**src/rtl/status_bank_pkg.sv**
```systemverilog
package status_bank_pkg;

  // Register selects on the serial read path (index of the bank entry)
  localparam logic [1:0] SEL_CLOCK_WARN = 2'h0;
  localparam logic [1:0] SEL_GROUP = 2'h1;
  localparam logic [1:0] SEL_UV = 2'h2;
  localparam int NUM_REGS = 3;

  // Reset value of every register
  localparam logic [7:0] RESET_VALUE = 8'h00;

  // Bits that can latch; all other bits are reserved and read zero
  localparam logic [7:0] CLOCK_WARN_MASK = 8'h5e;
  localparam logic [7:0] GROUP_MASK = 8'hff;
  localparam logic [7:0] UV_MASK = 8'hbb;

  // Clock warning register field positions
  localparam int BIT_STEPUP_CLK = 6;
  localparam int BIT_LV_STEPDOWN_CLK = 4;
  localparam int BIT_WIDE_STEPDOWN_CLK = 3;
  localparam int BIT_SYNC_CLK = 2;
  localparam int BIT_SOURCE_CLK = 1;

  // Self-test group register fields
  localparam int GROUP_ERR_LSB = 4;
  localparam int GROUP_DONE_LSB = 0;

  // Undervoltage self-test register fields
  localparam int BIT_INT_REG_UV = 7;
  localparam int BIT_EXT_MON_TWO_UV = 5;
  localparam int BIT_EXT_MON_ONE_UV = 4;
  localparam int BIT_STEPUP_UV = 3;
  localparam int BIT_LV_STEPDOWN_UV = 1;
  localparam int BIT_WIDE_STEPDOWN_UV = 0;

  // Clock monitor warnings
  typedef struct packed {
    logic stepup_clock_warning;
    logic lv_stepdown_clock_warning;
    logic wide_stepdown_clock_warning;
    logic sync_clock_warning;
    logic switcher_source_clock_warning;
  } clock_warn_t;

  // Self-test group results, index 0 is group one
  typedef struct packed {
    logic [3:0] group_error;
    logic [3:0] group_complete;
  } group_result_t;

  // Undervoltage comparator self-test failures
  typedef struct packed {
    logic internal_regulator_uv_test_error;
    logic ext_monitor_two_uv_test_error;
    logic ext_monitor_one_uv_test_error;
    logic stepup_uv_test_error;
    logic lv_stepdown_uv_test_error;
    logic wide_stepdown_uv_test_error;
  } uv_result_t;

  // Serial read request from the frame decoder
  typedef struct packed {
    logic rd_strobe;
    logic [1:0] rd_sel;
  } read_req_t;

endpackage : status_bank_pkg

```
**src/rtl/safety_clock_selftest_status.sv**
```systemverilog
`timescale 1ns/100ps
`default_nettype none

module safety_clock_selftest_status (
  input wire logic clk, // 20 MHz clock
  input wire logic resetn, // Synchronous reset, active low
  input wire status_bank_pkg::clock_warn_t clk_warn_in, // Monitor levels
  input wire status_bank_pkg::group_result_t group_in, // Self-test levels
  input wire status_bank_pkg::uv_result_t uv_in, // UV test levels
  input wire status_bank_pkg::read_req_t rd_req, // Read strobe and select
  input wire logic wr_strobe, // Write attempt, ignored
  output logic [7:0] rd_data, // Read data, registered
  output logic rd_valid, // Read data valid pulse
  output logic [7:0] clock_accuracy_warning_status, // Live register view
  output logic [7:0] selftest_group_status, // Live register view
  output logic [7:0] selftest_undervoltage_status // Live register view
);
  import status_bank_pkg::*;

  logic [7:0] clk_cond_sync1_ff;
  logic [7:0] grp_cond_sync1_ff;
  logic [7:0] uv_cond_sync1_ff;
  logic [7:0] clk_cond_ff;
  logic [7:0] grp_cond_ff;
  logic [7:0] uv_cond_ff;
  logic [7:0] clk_flags_ff;
  logic [7:0] grp_flags_ff;
  logic [7:0] uv_flags_ff;
  logic [7:0] nxt_clk_flags;
  logic [7:0] nxt_grp_flags;
  logic [7:0] nxt_uv_flags;
  logic [7:0] rd_data_ff;
  logic rd_valid_ff;
  logic [7:0] clk_raw;
  logic [7:0] grp_raw;
  logic [7:0] uv_raw;

  // Place each monitor level at its register bit position
  always_comb begin
    clk_raw = RESET_VALUE;
    clk_raw[BIT_STEPUP_CLK] = clk_warn_in.stepup_clock_warning;
    clk_raw[BIT_LV_STEPDOWN_CLK] =
      clk_warn_in.lv_stepdown_clock_warning;
    clk_raw[BIT_WIDE_STEPDOWN_CLK] =
      clk_warn_in.wide_stepdown_clock_warning;
    clk_raw[BIT_SYNC_CLK] = clk_warn_in.sync_clock_warning;
    clk_raw[BIT_SOURCE_CLK] =
      clk_warn_in.switcher_source_clock_warning;
  end

  // Group result: errors high nibble, completion low nibble
  always_comb begin
    grp_raw = RESET_VALUE;
    grp_raw[GROUP_ERR_LSB +: 4] = group_in.group_error;
    grp_raw[GROUP_DONE_LSB +: 4] = group_in.group_complete;
  end

  // Undervoltage comparator self-test failures
  always_comb begin
    uv_raw = RESET_VALUE;
    uv_raw[BIT_INT_REG_UV] = uv_in.internal_regulator_uv_test_error;
    uv_raw[BIT_EXT_MON_TWO_UV] =
      uv_in.ext_monitor_two_uv_test_error;
    uv_raw[BIT_EXT_MON_ONE_UV] =
      uv_in.ext_monitor_one_uv_test_error;
    uv_raw[BIT_STEPUP_UV] = uv_in.stepup_uv_test_error;
    uv_raw[BIT_LV_STEPDOWN_UV] = uv_in.lv_stepdown_uv_test_error;
    uv_raw[BIT_WIDE_STEPDOWN_UV] =
      uv_in.wide_stepdown_uv_test_error;
  end

  // Two-stage synchronisers; monitors run in other domains
  always_ff @(posedge clk) begin
    if (!resetn) begin
      clk_cond_sync1_ff <= RESET_VALUE;
      grp_cond_sync1_ff <= RESET_VALUE;
      uv_cond_sync1_ff <= RESET_VALUE;
      clk_cond_ff <= RESET_VALUE;
      grp_cond_ff <= RESET_VALUE;
      uv_cond_ff <= RESET_VALUE;
    end else begin
      clk_cond_sync1_ff <= clk_raw;
      grp_cond_sync1_ff <= grp_raw;
      uv_cond_sync1_ff <= uv_raw;
      clk_cond_ff <= clk_cond_sync1_ff;
      grp_cond_ff <= grp_cond_sync1_ff;
      uv_cond_ff <= uv_cond_sync1_ff;
    end
  end

  // Next flag value: a read drops only bits whose condition has gone;
  // the live condition is ORed last so a set wins over the clear.
  function automatic logic [7:0] next_flags(
    input logic [7:0] flags,
    input logic [7:0] cond,
    input logic [7:0] mask,
    input logic rd_hit
  );
    logic [7:0] kept;
    kept = rd_hit ? (flags & cond) : flags;
    return (kept | cond) & mask;
  endfunction : next_flags

  // Flag update; the write strobe has no path in here
  always_comb begin
    nxt_clk_flags = next_flags(clk_flags_ff, clk_cond_ff, CLOCK_WARN_MASK,
      rd_req.rd_strobe && rd_req.rd_sel == SEL_CLOCK_WARN);
    nxt_grp_flags = next_flags(grp_flags_ff, grp_cond_ff, GROUP_MASK,
      rd_req.rd_strobe && rd_req.rd_sel == SEL_GROUP);
    nxt_uv_flags = next_flags(uv_flags_ff, uv_cond_ff, UV_MASK,
      rd_req.rd_strobe && rd_req.rd_sel == SEL_UV);
  end

  // Sticky flag registers
  always_ff @(posedge clk) begin
    if (!resetn) begin
      clk_flags_ff <= RESET_VALUE;
      grp_flags_ff <= RESET_VALUE;
      uv_flags_ff <= RESET_VALUE;
    end else begin
      clk_flags_ff <= nxt_clk_flags;
      grp_flags_ff <= nxt_grp_flags;
      uv_flags_ff <= nxt_uv_flags;
    end
  end

  // Read data shows the value before the clear, so the host sees
  // the event it is acknowledging; a second read confirms it gone.
  always_ff @(posedge clk) begin
    if (!resetn) begin
      rd_data_ff <= RESET_VALUE;
      rd_valid_ff <= 1'b0;
    end else begin
      rd_valid_ff <= rd_req.rd_strobe;
      if (rd_req.rd_strobe) begin
        case (rd_req.rd_sel)
          SEL_CLOCK_WARN: rd_data_ff <= clk_flags_ff;
          SEL_GROUP: rd_data_ff <= grp_flags_ff;
          SEL_UV: rd_data_ff <= uv_flags_ff;
          default: rd_data_ff <= RESET_VALUE;
        endcase
      end
    end
  end

  assign rd_data = rd_data_ff;
  assign rd_valid = rd_valid_ff;
  assign clock_accuracy_warning_status = clk_flags_ff;
  assign selftest_group_status = grp_flags_ff;
  assign selftest_undervoltage_status = uv_flags_ff;

endmodule : safety_clock_selftest_status

`default_nettype wire

```
**config.mk**
```make
export PLATFORM = sky130hd
export DESIGN_NAME = safety_clock_selftest_status
export DESIGN_NICKNAME = d
export VERILOG_FILES = /design/src/rtl/status_bank_pkg.sv /design/src/rtl/safety_clock_selftest_status.sv
export SDC_FILE = /design/constraint.sdc
export NUM_CORES = 1
export LEC_CHECK = 0
export BUFFER_PORTS_ARGS = -buffer_cell sky130_fd_sc_hd__buf_2
export CAP_MARGIN = 20
export CORE_MARGIN = 2
export CORE_UTILIZATION = 45
export DETAILED_ROUTE_END_ITERATION = 7
export GPL_TIMING_DRIVEN = 1
export PLACE_DENSITY = 0.79
export SYNTH_ARGS = -nofsm -noshare
export SYNTH_HDL_FRONTEND = slang
export SYNTH_SLANG_ARGS = --single-unit
```
**constraint.sdc**
```tcl
create_clock -name clk -period 1 [get_ports clk]
set_input_delay 0.05 -clock clk [delete_from_list [all_inputs] [get_ports clk]]
set_output_delay 0.05 -clock clk [all_outputs]
set_load 0.01 [all_outputs]
```
==> run summary <==
register bit total from synthesis = 66
Longest Clk Path Bufs = 2
area delta synth->final = 31.1%
setup bufs post-CTS = 0
ys async rst share = 0%
hold-critical path depth = 3
Min-Delay Path Class = in -> reg
Top Ports = 58
fmax = 1.06 GHz
Root Buffer = clkbuf_8
Cells after Synth = 198
site row count = 24
Reg power frac = 53.7%
Die Area = 5280 um^2
CTS Sinks = 66
Reg area = 1320 um^2
Detailed Route WL = 3790 um
Ys Warns = 0
worst vdd ir = 1.12 mV
layout cell share with drive strength beyond 1 = 27.2%
Hold Fails Final Rpt = 0
register area share after synthesis = 62.3%
most area-hungry cell type in the Yosys netlist = dfxtp_1
R2R Setup Slk = 60 ps
Starting Density = 47.7%
count leader, synth = dfxtp_1
prevailing post-synth register cell = dfxtp_1
Place WS = -8.50 ps
worst-skew pair later-pin latency = 320 ps
clock group share of total power = 38.3%
top-area cell type share of the netlist area = 62.3%
FF-to-FF End = rd_data[3]
initial antenna violation count = 0
largest net degree at the start of global routing = 56
clock skew = 4.05 ps
Critical Path AT = 1200 ps
multiplexer share of the synthesized area = 2.36%
Combinational Power Share = 8.0%
Detail Route Antenna Nets = 0
Max H-tree Level = 3
Tot GR Track Use = 15.6%
first-pass detailed-route iteration total = 4
Reg2Reg Launch Point = clock_accuracy_warning_status[3]
diode count = 0
WS Path Type = reg -> reg
Post-DP HPWL = 2510 um
outcome = completed
Compound-Gate Fraction of Synth Area = 9.14%
largest family of logic cells by synthesized area = simple AND/OR/NAND/NOR gates
max_cap viols = 0
Post-synth EDFFs = 0
critical path startpoint category = register
Multi-input gate area = 713 um^2
vias in the first global route = 1,336
First DRT Iteration DRCs = 52
Period Utilization, post-route = 94.2%
GP Congestion = 0.764
CP startpoint = clock_accuracy_warning_status[3]
PnR worst setup slack = 58.3 ps
first-pass GRT wire length = 6070 um
Critical Path Fanout Max = 3
worst reg2reg path depth = 3
Switching Power = 1.14 mW
area share of fa/ha/maj cells after synthesis = 0%
syn avg cell area = 10.7 um^2
Finished Layout Cells = 328
Fill cells = 390
CP Capture Point = rd_data[3]
final setup vio count = 0
total gr overflow = 0
Core ar. = 4440 um^2
RSZ-0062 raised after global routing = no
dpl cells = 293
nets = 296
drt drc = 0
PD cells = 1880 nW/um^2
wire per inst = 11.5 um
Vias/cell = 4.59
Final Critical Period = 942 ps
XOR/XNOR Fraction of Synth Area = 0%
worst-case hold slack = 71.0 ps
synth cell count leaders = dfxtp_1 (66), and2_1 (41), a21oi_1 (22)
Mapped Area = 2120 um^2
CP Capture Type = register
die height = 72.7 um
sw frac = 21.9%
Lkg Pwr = 1.23 nW
internal power = 4.08 mW
Clock transition at path regs = 70 ps
I/O Buffers = 51
ranking of synthesized cells by area = dfxtp_1 (62%), and2_1 (12%), nor2b_1 (6.2%), a21oi_1 (5.2%), buf_4 (2.5%)
number of distinct library cells after synthesis = 19
simple-gate share of the synthesized area = 21.2%
data required time of the worst path = 1250 ps
CTS tree = done
Slew Viols, Final = 0
die width = 72.7 um
total clock buffers created by CTS = 9
vias = 1,507
## per-layer routing
metal / GRT usage, % / routed length (um)
met1: 16.8 / 1600
met2: 25.5 / 1860
met3: 7.04 / 226
met4: 8.85 / 104
met5: 0 / 0
## state kept, by name (all words and copies together) (netlist names)
register and cells:
grp_cond_ff 8, grp_cond_sync1_ff 8, clock_accuracy_warning_status 5, rd_valid 1, clk_cond_ff 5, selftest_undervoltage_status 6, clk_cond_sync1_ff 5, uv_cond_ff 6
rd_data 8, selftest_group_status 8, uv_cond_sync1_ff 6
## worst min path at each step
| stage | slack, ps | to | startpoint |
|---|---|---|---|
| 2_1_floorplan | 180 | clk_cond_sync1_ff[1] | clk_warn_in[0] |
| 3_3_place_gp | 260 | uv_cond_sync1_ff[3] | uv_in[2] |
| 3_5_place_dp | 260 | grp_cond_sync1_ff[6] | group_in[6] |
| 4_1_cts | 60 | rd_data[0] | resetn |
| 5_1_grt | 60 | rd_data[5] | resetn |
| 6_report | 70 | rd_data[0] | resetn |
## metrics by stage
step                area [um^2]  setup TNS [ps]  util (%)  power (mW)
floorplan                  2140               0         -        3.10
global placement           2400               0      54.1        3.21
detailed placement         2400           -8.50      54.1        3.23
CTS                        2780               0      62.5        5.28
global route               2780               0      62.6        5.46
finish                     2780               0      62.6        5.23
## critical path, cell delays in order, from the launching register on
cell	delay, ps
dfxtp_1	360
mux2i_1	80
or2_2	280
a31oi_1	150
## power groups by stage
stage / clock [mW] / sequential (mW) / combinational (mW)
CTS: 2.05 / 2.81 / 0.420
floorplan: 0 / 2.88 / 0.214
detailed placement: 0 / 2.87 / 0.363
global route: 2.18 / 2.82 / 0.464
global placement: 0 / 2.86 / 0.350
finish: 2.00 / 2.81 / 0.416
## logic make-up after synthesis
logic type      Yosys count
mux                       5
flops                    66
compound gates           36
simple gates             72
buf+inv                  18
other cells               1
## final cells by class
class,instances,share of cell area (%)
flip-flops and latches,66,47.6
repair buffers,74,17.6
well taps,52,2.34
inverters,2,0.270
clock buffers,14,6.21
multi-input cells,118,25.7
clock inverters,2,0.360
## what timing repair did
item / 4_1_cts / 5_1_grt
gates resized for setup: 0 / 2
endpoints found under the setup margin: 0 / 1
hold endpoints to repair: 19 / 0
hold buffers: 19 / 0
## cells in the final DEF, fill, tap and decap left out
cell            n
or2_2           3
buf_12          1
mux2i_1         5
or3b_4          1
nor2b_1        21
dfxtp_2         2
a21oi_1        22
nand2b_1        1
clkinv_2        2
dfxtp_1        64
buf_2          51
o22ai_1         2
and2_1         41
clkbuf_1        2
nand3b_1        2
dlygate4sd3_1  19
inv_1           2
a22oi_1         3
a31oi_1         3
clkbuf_8       12
o21ai_0         6
nand2_1         3
buf_4           3
conb_1          5
(Power assumes the default switching activity.)
